===== config.mk =====
export PLATFORM = sky130hd
export DESIGN_NAME = flash_launch_seq
export DESIGN_NICKNAME = d
export VERILOG_FILES = /design/src/flash_launch_pkg.sv /design/src/flash_launch_seq.sv
export VERILOG_INCLUDE_DIRS = /design/src
export SDC_FILE = /design/constraint.sdc
export NUM_CORES = 1
export LEC_CHECK = 0
export ABC_AREA = 1
export BUFFER_PORTS_ARGS = -buffer_cell sky130_fd_sc_hd__buf_2
export CAP_MARGIN = 20
export CORE_MARGIN = 3
export CORE_UTILIZATION = 50
export DETAILED_ROUTE_END_ITERATION = 6
export PLACE_DENSITY = 0.78
export REMOVE_ABC_BUFFERS = 1
export SYNTH_ARGS = -nofsm -noshare
export SYNTH_HDL_FRONTEND = slang
export SYNTH_SLANG_ARGS = --single-unit

===== constraint.sdc =====
create_clock -name CLK_I -period 1.87 [get_ports CLK_I]
set_clock_uncertainty 0.05 [all_clocks]
set_input_delay 0.374 -clock CLK_I [delete_from_list [all_inputs] [get_ports CLK_I]]
set_output_delay 0.374 -clock CLK_I [all_outputs]
set_load 0.01 [all_outputs]

===== src/flash_launch_regs.svh =====
// Purpose: offsets, field positions, reset values and command codes of the launch sequencer
// Assumes: APB byte addresses, one 32-bit word per register
// Notes: availability masks hold one bit per command code 0x00..0x1F
`ifndef FLASH_LAUNCH_REGS_SVH
`define FLASH_LAUNCH_REGS_SVH

// register byte addresses
`define OFS_CLOCK_DIVIDER 8'h00
`define OFS_STATUS 8'h04
`define OFS_PARAM_INDEX 8'h08
`define OFS_PARAM_FIELD 8'h0C
`define OFS_PROTECTION 8'h10
`define OFS_MARGIN 8'h14

// clock divider register fields
`define DIV_LOADED_BIT 7
`define DIV_RESET 7'h00
// status register fields
`define STAT_COMPLETE_BIT 7
`define STAT_ACCESS_ERR_BIT 5
`define STAT_PROT_VIOL_BIT 4
`define STAT_VERIFY_FAIL_BIT 0
// protection register fields
`define PROT_LOW_DIS_BIT 0
`define PROT_HIGH_DIS_BIT 1
`define PROT_PF_OPEN_BIT 2
`define PROT_DF_OPEN_BIT 3
`define PROT_RESET 4'h0

// parameter field array
`define PARAM_COUNT 6
`define PARAM_RESET 16'h0000
// global address [22:16] that selects the data flash block
`define DF_BLOCK_GADDR 7'h10

// command codes
`define CMD_VERIFY_ALL 8'h01
`define CMD_VERIFY_BLOCK 8'h02
`define CMD_VERIFY_PF_SECTION 8'h03
`define CMD_READ_ONCE 8'h04
`define CMD_PROGRAM_PF 8'h06
`define CMD_PROGRAM_ONCE 8'h07
`define CMD_ERASE_ALL 8'h08
`define CMD_ERASE_BLOCK 8'h09
`define CMD_ERASE_PF_SECTOR 8'h0A
`define CMD_UNSECURE 8'h0B
`define CMD_BACKDOOR_KEY 8'h0C
`define CMD_USER_MARGIN 8'h0D
`define CMD_FIELD_MARGIN 8'h0E
`define CMD_VERIFY_DF_SECTION 8'h10
`define CMD_PROGRAM_DF 8'h11
`define CMD_ERASE_DF_SECTOR 8'h12

// commands that program or erase and so need the divider loaded
`define PROG_ERASE_MASK 32'h00060FC0
// availability per mode, unsecured then secured
`define AVAIL_UNSEC_NS 32'h0004301E
`define AVAIL_UNSEC_NX 32'h000726DE
`define AVAIL_UNSEC_SS 32'h00076FDE
`define AVAIL_UNSEC_ST 32'h00076FDE
`define AVAIL_SEC_NS 32'h000736DE
`define AVAIL_SEC_NX 32'h00000006
`define AVAIL_SEC_SS 32'h00000906
`define AVAIL_SEC_ST 32'h00000906

`endif


===== src/flash_launch_pkg.sv =====
// Purpose: types of the launch sequencer
// Assumes: included header carries all numbers
// Notes: mode encoding matches the MODE_I pins
package flash_launch_pkg;
  typedef enum logic [1:0] {
    normal_single_chip_mode,
    normal_expanded_mode,
    special_single_chip_mode,
    special_test_mode
  } op_mode_type;

  typedef enum logic [1:0] {
    ST_IDLE,
    ST_CHECK,
    ST_RUN
  } seq_state_type;
endpackage : flash_launch_pkg


===== src/flash_launch_seq.sv =====
// Purpose: APB command launch front end of the flash controller
// Assumes: mode and security state arrive as synchronous levels
// Notes: flash array does the algorithms; this block checks, launches, reports
// Notes on behaviour
// - every valid command other than 0x0D and 0x0E entered by load-then-launch while no error flag stands is started
// - while complete flag is 0, new launches and parameter writes are ignored
// - writing 1 to complete flag with no error flag set clears it and launches the loaded parameters
// - flag stays clear during command; set on completion, results in parameter fields
// - command checked against operating mode and security state
// - 0x01 verifies all program and data flash blocks erased, always available
// - 0x02 verifies one selected block erased, always available
// - 0x03 verifies a count of program flash words erased
// - 0x04 reads the 64 byte one-time field of block 0
// - 0x07 programs the one-time field, only once
// - 0x06 programs a phrase; 0x0A erases a program flash sector
// - 0x08 erases all only with all four protection open bits set
// - 0x09 erases one block; full program block needs three protection bits
// - 0x0B releases security by erase all then verify
// - 0x0C releases security when supplied keys verify
// - 0x0D sets the user margin read level
// - 0x0E sets the field margin read level, special modes only
// - 0x10, 0x11, 0x12 do data flash section verify, word program, sector erase
// - program or erase before divider written sets access error, no execution
// - invalid command code sets access error and is not processed
//
// Decided for this implementation: the placing of the registers and the APB register port.
`timescale 1ns/1ns
`include "flash_launch_regs.svh"

module flash_launch_seq (
  input wire logic CLK_I,
  input wire logic RST_N_I,
  input wire logic PSEL_I,
  input wire logic PENABLE_I,
  input wire logic PWRITE_I,
  input wire logic [7:0] PADDR_I,
  input wire logic [31:0] PWDATA_I,
  output logic [31:0] PRDATA_O,
  output logic PREADY_O,
  output logic PSLVERR_O,
  input wire flash_launch_pkg::op_mode_type MODE_I,
  input wire logic SECURED_I,
  input wire logic OTP_PROGRAMMED_I,
  output logic FLASH_START_O,
  output logic [7:0] FLASH_CMD_O,
  output logic [95:0] FLASH_ARGS_O,
  input wire logic FLASH_DONE_I,
  input wire logic FLASH_FAIL_I,
  input wire logic FLASH_RES_WE_I,
  input wire logic [2:0] FLASH_RES_IDX_I,
  input wire logic [15:0] FLASH_RES_DATA_I,
  output logic SECURITY_RELEASE_O,
  output logic [15:0] MARGIN_USER_O,
  output logic [15:0] MARGIN_FIELD_O,
  output logic BUSY_O
);
  import flash_launch_pkg::*;

  typedef struct packed {
    seq_state_type state;
    logic complete;
    logic access_err;
    logic prot_viol;
    logic verify_fail;
    logic div_loaded;
    logic [6:0] divider;
    logic [2:0] index;
    logic [`PARAM_COUNT-1:0][15:0] param;
    logic [3:0] prot;
    logic [15:0] margin_user;
    logic [15:0] margin_field;
    logic [31:0] rdata;
    logic start;
    logic release_sec;
  } state_type;

  state_type s_q;
  state_type s_d;
  logic setup_ph;
  logic wr_acc;
  logic addr_ok;
  logic [7:0] cmd;
  logic [31:0] avail_mask;
  logic [31:0] prog_mask;
  logic avail;
  logic div_bad;
  logic prot_bad;
  logic otp_bad;
  logic local_cmd;

  // decode: writes act only at the access edge, reads are captured in setup
  always_comb begin
    setup_ph = PSEL_I && !PENABLE_I;
    wr_acc = PSEL_I && PENABLE_I && PWRITE_I;
    if (PADDR_I == `OFS_CLOCK_DIVIDER) begin
      addr_ok = 1'b1;
    end else if (PADDR_I == `OFS_STATUS) begin
      addr_ok = 1'b1;
    end else if (PADDR_I == `OFS_PARAM_INDEX) begin
      addr_ok = 1'b1;
    end else if (PADDR_I == `OFS_PARAM_FIELD) begin
      addr_ok = 1'b1;
    end else if (PADDR_I == `OFS_PROTECTION) begin
      addr_ok = 1'b1;
    end else if (PADDR_I == `OFS_MARGIN) begin
      addr_ok = 1'b1;
    end else begin
      addr_ok = 1'b0;
    end
  end

  // availability table lookup by mode and security
  always_comb begin
    cmd = s_q.param[0][15:8];
    // a literal cannot be indexed, so the mask goes through a variable
    prog_mask = `PROG_ERASE_MASK;
    case ({SECURED_I, MODE_I})
      {1'b0, normal_single_chip_mode}: avail_mask = `AVAIL_UNSEC_NS;
      {1'b0, normal_expanded_mode}: avail_mask = `AVAIL_UNSEC_NX;
      {1'b0, special_single_chip_mode}: avail_mask = `AVAIL_UNSEC_SS;
      {1'b0, special_test_mode}: avail_mask = `AVAIL_UNSEC_ST;
      {1'b1, normal_single_chip_mode}: avail_mask = `AVAIL_SEC_NS;
      {1'b1, normal_expanded_mode}: avail_mask = `AVAIL_SEC_NX;
      {1'b1, special_single_chip_mode}: avail_mask = `AVAIL_SEC_SS;
      default: avail_mask = `AVAIL_SEC_ST;
    endcase
    // codes above 0x1F are never valid
    avail = (cmd[7:5] == 3'h0) && avail_mask[cmd[4:0]];
    div_bad = (cmd[7:5] == 3'h0) && prog_mask[cmd[4:0]] && !s_q.div_loaded;
    otp_bad = (cmd == `CMD_PROGRAM_ONCE) && OTP_PROGRAMMED_I;
    local_cmd = (cmd == `CMD_USER_MARGIN) || (cmd == `CMD_FIELD_MARGIN);
    prot_bad = 1'b0;
    if (cmd == `CMD_ERASE_ALL) begin
      prot_bad = (s_q.prot != 4'hF);
    end else if (cmd == `CMD_ERASE_BLOCK) begin
      // data flash block needs its own open bit, program block the three others
      if (s_q.param[0][6:0] == `DF_BLOCK_GADDR) begin
        prot_bad = !s_q.prot[`PROT_DF_OPEN_BIT];
      end else begin
        prot_bad = !(s_q.prot[`PROT_LOW_DIS_BIT] && s_q.prot[`PROT_HIGH_DIS_BIT]
                     && s_q.prot[`PROT_PF_OPEN_BIT]);
      end
    end
  end

  // next-state: bus writes first, hardware events last so a set beats a clear
  always_comb begin
    s_d = s_q;
    s_d.start = 1'b0;
    s_d.release_sec = 1'b0;
    if (setup_ph) begin
      s_d.rdata = 32'h0000_0000;
      if (PADDR_I == `OFS_CLOCK_DIVIDER) begin
        s_d.rdata[7:0] = {s_q.div_loaded, s_q.divider};
      end else if (PADDR_I == `OFS_STATUS) begin
        s_d.rdata[`STAT_COMPLETE_BIT] = s_q.complete;
        s_d.rdata[`STAT_ACCESS_ERR_BIT] = s_q.access_err;
        s_d.rdata[`STAT_PROT_VIOL_BIT] = s_q.prot_viol;
        s_d.rdata[`STAT_VERIFY_FAIL_BIT] = s_q.verify_fail;
      end else if (PADDR_I == `OFS_PARAM_INDEX) begin
        s_d.rdata[2:0] = s_q.index;
      end else if (PADDR_I == `OFS_PARAM_FIELD) begin
        if (s_q.index < 3'(`PARAM_COUNT)) begin
          s_d.rdata[15:0] = s_q.param[s_q.index];
        end
      end else if (PADDR_I == `OFS_PROTECTION) begin
        s_d.rdata[3:0] = s_q.prot;
      end else if (PADDR_I == `OFS_MARGIN) begin
        s_d.rdata = {s_q.margin_field, s_q.margin_user};
      end
    end
    if (wr_acc) begin
      if (PADDR_I == `OFS_CLOCK_DIVIDER) begin
        s_d.divider = PWDATA_I[6:0];
        s_d.div_loaded = 1'b1;
      end else if (PADDR_I == `OFS_STATUS) begin
        // error flags are write-one-to-clear
        if (PWDATA_I[`STAT_ACCESS_ERR_BIT]) begin
          s_d.access_err = 1'b0;
        end
        if (PWDATA_I[`STAT_PROT_VIOL_BIT]) begin
          s_d.prot_viol = 1'b0;
        end
        // launch refused while busy or while an error flag stands
        if (PWDATA_I[`STAT_COMPLETE_BIT] && s_q.complete && !s_q.access_err
            && !s_q.prot_viol) begin
          s_d.complete = 1'b0;
          s_d.verify_fail = 1'b0;
          s_d.state = ST_CHECK;
        end
      end else if (PADDR_I == `OFS_PARAM_INDEX) begin
        s_d.index = PWDATA_I[2:0];
      end else if (PADDR_I == `OFS_PARAM_FIELD) begin
        if (s_q.complete && s_q.index < 3'(`PARAM_COUNT)) begin
          s_d.param[s_q.index] = PWDATA_I[15:0];
        end
      end else if (PADDR_I == `OFS_PROTECTION) begin
        s_d.prot = PWDATA_I[3:0];
      end
    end
    case (s_q.state)
      ST_IDLE: begin
      end
      ST_CHECK: begin
        if (!avail || div_bad || otp_bad) begin
          s_d.access_err = 1'b1;
          s_d.complete = 1'b1;
          s_d.state = ST_IDLE;
        end else if (prot_bad) begin
          s_d.prot_viol = 1'b1;
          s_d.complete = 1'b1;
          s_d.state = ST_IDLE;
        end else if (local_cmd) begin
          // margin levels live here, no array cycle needed
          if (cmd == `CMD_USER_MARGIN) begin
            s_d.margin_user = s_q.param[1];
          end else begin
            s_d.margin_field = s_q.param[1];
          end
          s_d.complete = 1'b1;
          s_d.state = ST_IDLE;
        end else begin
          s_d.start = 1'b1;
          s_d.state = ST_RUN;
        end
      end
      ST_RUN: begin
        if (FLASH_RES_WE_I && FLASH_RES_IDX_I < 3'(`PARAM_COUNT)) begin
          s_d.param[FLASH_RES_IDX_I] = FLASH_RES_DATA_I;
        end
        if (FLASH_DONE_I) begin
          s_d.complete = 1'b1;
          s_d.verify_fail = FLASH_FAIL_I;
          s_d.release_sec = !FLASH_FAIL_I
            && (cmd == `CMD_UNSECURE || cmd == `CMD_BACKDOOR_KEY);
          s_d.state = ST_IDLE;
        end
      end
      default: s_d.state = ST_IDLE;
    endcase
  end

  // single state register, synchronous reset
  always_ff @(posedge CLK_I) begin
    if (!RST_N_I) begin
      s_q <= '0;
      s_q.state <= ST_IDLE;
      s_q.complete <= 1'b1;
      s_q.divider <= `DIV_RESET;
      s_q.prot <= `PROT_RESET;
    end else begin
      s_q <= s_d;
    end
  end

  // zero wait states; unmapped offsets answer with an error
  assign PREADY_O = 1'b1;
  assign PSLVERR_O = PSEL_I && PENABLE_I && !addr_ok;
  assign PRDATA_O = s_q.rdata;
  assign FLASH_START_O = s_q.start;
  assign FLASH_CMD_O = s_q.param[0][15:8];
  assign FLASH_ARGS_O = s_q.param;
  assign SECURITY_RELEASE_O = s_q.release_sec;
  assign MARGIN_USER_O = s_q.margin_user;
  assign MARGIN_FIELD_O = s_q.margin_field;
  assign BUSY_O = !s_q.complete;

  logic launch_wr;
  logic param_wr;
  assign launch_wr = wr_acc && PADDR_I == `OFS_STATUS && PWDATA_I[`STAT_COMPLETE_BIT];
  assign param_wr = wr_acc && PADDR_I == `OFS_PARAM_FIELD;
endmodule : flash_launch_seq


==> results.md, run 1 <==
- Wire per inst: between 15 and 20 um
- Final setup TNS: -2.80 ns
- YS warnings: 0
- Area delta synth->final: 17.6%
- Comb pwr share: under 10%
- Placed inst area: 11600 um^2
- Vias/cell: 5.49
- Detail Route Antenna Nets: 0
- Cts hold-fix bufs: 0
- Post-Layout Cell Count: between 1500 and 2000
- CP Depth: 12
- Ant. Diodes: 0
- FP Rows: 53
- Final Max Tran Viols: 0
- Nets: 1784
- Slew HR: 64.1%
- Met3 WL: around 3.7 mm
- Fill count: about 1900
- Final HPWL DP: between 20 and 30 mm
- Crit end category: flip-flop
- Clk pwr share: 45.3%
- Share of the synthesized area in the top cell type: approximately 34%
- # setup viols final: 33
- GP Congestion: roughly 0.99
- Number of global-route vias before repair: 10000
- Via count: 11000
- Failing checks: setup timing
- Post-synth cell types: between 40 and 50
- MaxCap Viol Count: 0
- Overflow after GRT: 0
- Setup crit start kind: flip-flop
- Hold WC Path Type: in2reg
- Net Sw Frac: 25.8%
- Sequential share of power: 49.0%
- Top-count cell post-synth: nand2_1
- Worst path cell trace: inv_1 -> nand2_1 -> a21oi_1 -> nand2_1 -> nand4_1 -> nand2_2 -> nand3_4 -> nor2_4 -> buf_6 -> nand3_1 -> nand2_1 -> nor2_1
- Setup ws final: -0.118 ns
- Cell area after layout: approximately 13000 um^2
- Final WL: ~36 mm
- Port bufs: around 230
- Die Span Y: ~150 um
- CTS tree: yes
- First-pass GRT wire length: between 50 and 60 mm
- Post-synth EDFFs: 0
- Initial Util: 51.1%
- Crit Path Max Fanout: 8
- Layout cell share with drive strength beyond 1: ~28%
- Outcome: finished with violations
- Synth Instances: 1599
- Final hold violation count: 0
- VDD IR-drop max: about 0.63 mV
- Top Layer Used: met4
- Worst-path clk slew: 0.07 ns
- Post-layout power: 8060 uW
- Achievable frequency: between 500 and 600 MHz
- Drt first pass iters: 5
- Cell family with most CP delay: simple AND/OR/NAND/NOR gates
- Clk Latency, worst-skew pair: roughly 0.45 ns
- Total track usage: between 20% and 30%
- Total core area: roughly 21000 um^2
- Clk root buf: clkbuf_16
- Synth Flop Type: dfxtp_1
- Largest stage delay, worst path: 0.43 ns
- Kind of critical path: reg2reg
- Die area: between 20000 and 25000 um^2
- Initial antenna violation count: 0
- Hold path depth: 3
- CP max stage cell: dfxtp_2
- TritonCTS Buffers: 17
- Asr flop ratio synth: 0%
- Post-synthesis sequential area ratio: about a third
- Cell mode on critical path: nand2_1
- DRC marker count from the first detailed-route iteration: approximately 1200
- Worst EP required: around 2.2 ns
- Tmin final: 1.99 ns
- Clock sinks: about 180
- RSZ-0062 raised after global routing: yes
- Final worst path period share: 106%
- P_int: ~6000 uW
- Power per cell area: roughly 630 nW/um^2
- R2r worst-path depth: 12
- Critical path arrival: 2.28 ns
- Post-synth top area cell: dfxtp_1
- Worst Tran Pin Value: between 0.5 and 0.6 ns
- Critical path buffers and inverters: 2
- Die Wd: approximately 150 um
- I/O Pins: 244
- Clock Path Buffers: 2
- H-tree lvl count: 4
- List of most frequent post-synthesis cells: nand2_1, dfxtp_1, buf_4, inv_1, nor2_1
- Syn Area/Cell: around 6.8 um^2
- Hold slack: ~0.13 ns
- DRC: 0
- Met1 WL: between 10 and 15 mm
- P_leak: ~0.0063 uW
- Largest net degree at the start of global routing: 114
- WL met2: about 16 mm
- #FFs+latches synth: approximately 180
- Cell count after placement: between 1500 and 2000
- Mapped Area: roughly 11000 um^2
- Synth top area cells: dfxtp_1, buf_4, nand2_1, inv_1, a21oi_1
- Sw power: between 2000 and 2500 uW
## state kept, by name (all words and copies together), names as in the netlist, named ones only
name,cells
FLASH_ARGS_O,96
FLASH_START_O,1
MARGIN_FIELD_O,16
MARGIN_USER_O,16
PRDATA_O,32
SECURITY_RELEASE_O,1
s_q,21
## worst reg2reg max path, cell delays in order, from the launching register on
cell and delay, ns:
dfxtp_2 0.43, inv_1 0.09, nand2_1 0.13, a21oi_1 0.06, nand2_1 0.07, nand4_1 0.15
nand2_2 0.15, nand3_4 0.10, nor2_4 0.23, buf_6 0.20, nand3_1 0.08, nand2_1 0.07
nor2_1 0.05
## cells by family (layout without fill, tap and decap cells)
logic type | count (synthesis) | count (layout) | synth area share, %
DFF | 184 | 184 | 34.1
and+or+nand+nor | 515 | 515 | 20.2
other | 1 | 1 | 0.0347
AOI/OAI and AO/OA | 444 | 444 | 23.2
adders and majority gates | 4 | 4 | 0.463
buffers and inverters | 451 | 574 | 22.1
## power groups by stage
stage               logic (uW)  registers, uW  clock network (uW)
finish                     460           3950                3660
global route               499           3950                3840
CTS                        434           3950                3670
detailed placement         428           4040                   0
global placement           423           4040                   0
floorplan                  176           4060                   0
## metal layers
layer / global-route usage [%] / up-vias
met5: 0 / -
met2: 46.6 / 587
met1: 39.0 / 5024
li1: - / 5258
met3: 7.05 / 99
met4: 11.1 / 0
## cell type report
class                           instances  area, um^2  share of cell area, %
Multi-Input combinational cell        964        5000                   39.3
Tap cell                              275         344                   2.70
Clock buffer                           17         425                   3.34
Inverter                              194         742                   5.83
Sequential cell                       184        3700                   29.1
Timing Repair Buffer                  348        2360                   18.5
Clock inverter                         15         158                   1.24
## repair_timing
item                                    in CTS  in global routing
buffers inserted                             9                  9
pin swaps                                    2                 13
gates resized for setup                     41                 47
endpoints found under the setup margin      35                 98
gates cloned                                 2                  1
## through the flow
step | worst slack (ns) | util [%]
after floorplan | -1.42 | -
after global placement | -0.105 | 55.1
final | -0.118 | 60.1
after global routing | -0.207 | 60.1
after CTS | -0.0477 | 59.1
after detailed placement | -0.131 | 55.1
## worst paths after layout
path | to | slack (ns) | from
setup / recovery | MARGIN_USER_O[1] | -0.12 | FLASH_ARGS_O[10]
hold / removal | FLASH_ARGS_O[28] | 0.13 | FLASH_RES_DATA_I[12]
setup reg to reg | MARGIN_USER_O[1] | -0.12 | FLASH_ARGS_O[10]
hold reg to reg | PRDATA_O[5] | 0.41 | PRDATA_O[5]
## placed cells by master (no fill, tap or decap), types with 9 or more instances in the layout
cell,netlist,routed
nand2_1,270,263
buf_2,23,223
dfxtp_1,184,175
inv_1,171,167
nor2_1,141,130
a21oi_1,125,124
o21ai_1,110,110
o21ai_0,102,101
buf_4,171,93
o211ai_1,58,58
nand3_1,68,49
o21a_1,25,25
inv_2,17,19
nand3_2,0,19
clkbuf_16,0,18
buf_12,0,18
nor2_2,4,10
nand4_1,10,10
buf_6,3,10
nand2_2,4,9
No activity file was read; power rests on OpenSTA's default activity.
==> run 2, diff against run 1 <==
CORE_UTILIZATION = 55   (was 50)
PLACE_DENSITY = 0.81   (was 0.78)
clock period = 1.9 ns   (was 1.87 ns; I/O delays follow)
==> run 2 against run 1 <==
The flow still finishes with violations (setup timing). Register-to-register slack better by 0.06 ns. Die area shrank 8.7%. Cell count decreased by 1.5%. Count of clock-buffer cells in the layout rose by 5. Clock power decreased by 3%. Sequential power shrank 2%. Power fell by 2.2%. Non-clock buffer count is 15 lower. Maximum frequency up 1.6%. Highest routed layer unchanged.
==> results.md, run 2 (synthesis results as in run 1) <==
- Outcome: finished with violations
- Failing checks: setup timing
- Achievable frequency: 511 MHz (+1.6%)
- Final Max Tran Viols: 0 (unchanged)
- I/O Pins: 244 (unchanged)
- R2r worst-path depth: 15 (+3)
- Crit end category: flip-flop
- Die Span Y: 146 um (-4.5%)
- Clk Latency, worst-skew pair: 0.43 ns (-0.02 ns)
- Cell area after layout: 12500 um^2 (-1.4%)
- Worst EP required: 2.18 ns (+0.02 ns)
- Slew HR: 62.7% (-1.3 points)
- Wire per inst: 17.8 um (-1.8%)
- Multi-input logic area: 5020 um^2 (+0.53%)
- Initial antenna violation count: 0 (unchanged)
- Die Wd: 146 um (-4.5%)
- Crit Path Max Fanout: 7 (-1)
- Most common cell after layout, fill and taps aside: nand2_1
- Area delta synth->final: 16.0%
- Hold WC Path Type: in2reg
- Vias/cell: 5.56 (+1.2%)
- FF-to-FF Start: FLASH_ARGS_O[8]
- Power per cell area: 629 nW/um^2 (-0.84%)
- H-tree lvl count: 4 (unchanged)
- Initial Util: 56.9% (+5.7 points)
- RSZ-0062 raised after global routing: yes
- Post-layout power: 7890 uW (-2.2%)
- Critical Path Sink: MARGIN_FIELD_O[3]
- Detail Route Antenna Nets: 0 (unchanged)
- Overflow after GRT: 0 (unchanged)
- MaxCap Viol Count: 0 (unchanged)
- Total core area: 19000 um^2 (-10%)
- TritonCTS Buffers: 17 (unchanged)
- Worst Tran Pin Value: 0.559 ns (+0.0200 ns)
- Layout cell share with drive strength beyond 1: 27.4% (-0.46 points)
- Final worst path period share: 103% (-3.4 points)
- Worst path cell trace: inv_2 -> nand2_4 -> nand2_4 -> clkinv_1 -> nand3_1 -> nand2_1 -> nand4_1 -> nand2_2 -> nand3_4 -> nor2_4 -> buf_12 -> clkbuf_16 -> nand3_2 -> nand2_1 -> nor2_1
- Clock sinks: 184 (unchanged)
- Kind of critical path: reg2reg
- Crit Reg-Reg Endpoint: MARGIN_FIELD_O[3]
- Final hold violation count: 0 (unchanged)
- CTS tree: yes
- R2r setup slk: -0.06 ns (+0.06 ns)
- Commonest cells after routing, fill and taps aside: nand2_1, buf_2, dfxtp_1
- Critical path arrival: 2.23 ns (-0.05 ns)
- Port bufs: 226 (unchanged)
- Register area: 3700 um^2 (about the same)
- Clk root buf: clkbuf_16
- Setup ws final: -0.0567 ns (+0.0618 ns)
- First-pass GRT wire length: 52.6 mm (-4.5%)
- Fill count: 1658 (-14%)
- Number of global-route vias before repair: 9757 (-2.7%)
- Max reg flops: 96 (unchanged)
- Final core utilization: 66.0% (+5.8 points)
- Via count: 10900 (-0.27%)
- # setup viols final: 33 (unchanged)
- Largest stage delay, worst path: 0.38 ns (-0.05 ns)
- GP Congestion: 0.982 (-0.92%)
- CP Launch Point: FLASH_ARGS_O[8]
- Final HPWL DP: 24.4 mm (-2.8%)
- Drt first pass iters: 6 (+1)
- Placed inst area: 11500 um^2 (-1.2%)
- Cts hold-fix bufs: 0 (unchanged)
- Die area: 21400 um^2 (-8.7%)
- DRC: 0 (unchanged)
- Largest net degree at the start of global routing: 114 (unchanged)
- Nets: 1769 (-0.84%)
- Final WL: 35.1 mm (-3.2%)
- Tmin final: 1.96 ns (-0.0318 ns)
- DRC marker count from the first detailed-route iteration: 1344 (+15%)
- FP Rows: 50 (-5.7%)
- Clock Path Buffers: 2 (unchanged)
- Setup crit start kind: flip-flop
- VDD IR-drop max: 0.559 mV (-11%)
- Total track usage: 30.5% (+1.2 points)
- Worst-path clk slew: 0.07 ns (about the same)
- P_leak: 0.00624 uW (-1.8%)
- CP max stage cell: dfxtp_4
## run 2: worst min path at each step
stage / from / end / slack, ns / cells after the start
finish: FLASH_RES_DATA_I[12] / FLASH_ARGS_O[28] / 0.16 / 3
global route: FLASH_RES_DATA_I[13] / FLASH_ARGS_O[29] / 0.17 / 3
CTS: FLASH_RES_DATA_I[12] / FLASH_ARGS_O[28] / 0.15 / 3
detailed placement: PRDATA_O[8] / PRDATA_O[8] / 0.41 / 2
global placement: PRDATA_O[10] / PRDATA_O[10] / 0.40 / 2
floorplan: s_q[177] / s_q[177] / 0.39 / 2
## run 2: timing repair
item,CTS,global route
cloned,0,3
pin swaps,3,13
buffers inserted,2,9
resized for setup,8,74
endpoints found under the setup margin,35,93
## run 2: where the power goes
| group | total (uW) | switching, uW | internal, uW |
|---|---|---|---|
| sequential | 3890 | 12.0 | 3880 |
| clock | 3560 | 1580 | 1980 |
| combinational | 439 | 295 | 144 |
| total | 7890 | 1880 | 6000 |
## run 2: routing by layer
| layer | track usage, % | up-vias | routed length, um | share of wire [%] |
|---|---|---|---|---|
| met4 | 11.8 | 0 | 1110 | 3.2 |
| met1 | 40.6 | 4960 | 13900 | 40 |
| li1 | - | 5236 | - | - |
| met5 | 0 | - | 0 | 0 |
| met3 | 6.46 | 79 | 3950 | 11 |
| met2 | 48.8 | 663 | 16000 | 46 |
## run 2: layout make-up
class,count,share of cell area (%)
Antenna cell,1,0.0199
Multi-Input combinational cell,964,40.0
Clock buffer,22,3.62
Clock inverter,10,0.947
Timing Repair Buffer,333,17.4
Tap cell,260,2.59
Sequential cell,184,29.5
Inverter,194,5.86
## run 2: per-stage QoR
stage | setup slack [ns] | cells | hold WS (ns) | TNS (ns)
final | -0.0567 | 1968 | 0.158 | -1.03
after global routing | -0.123 | 1967 | 0.170 | -3.10
after CTS | 0.00247 | 1956 | 0.147 | 0
after detailed placement | -0.169 | 1922 | 0.405 | -8.10
after floorplan | -1.39 | 1342 | 0.389 | -108.38
after global placement | -0.0893 | 1922 | 0.401 | -4.10
## run 2: critical path, delay by kind of cell (launching register included)
family / cells / cell delay, ns
buf+inv: 4 / 0.41
simple gates: 11 / 0.99
flops: 1 / 0.38
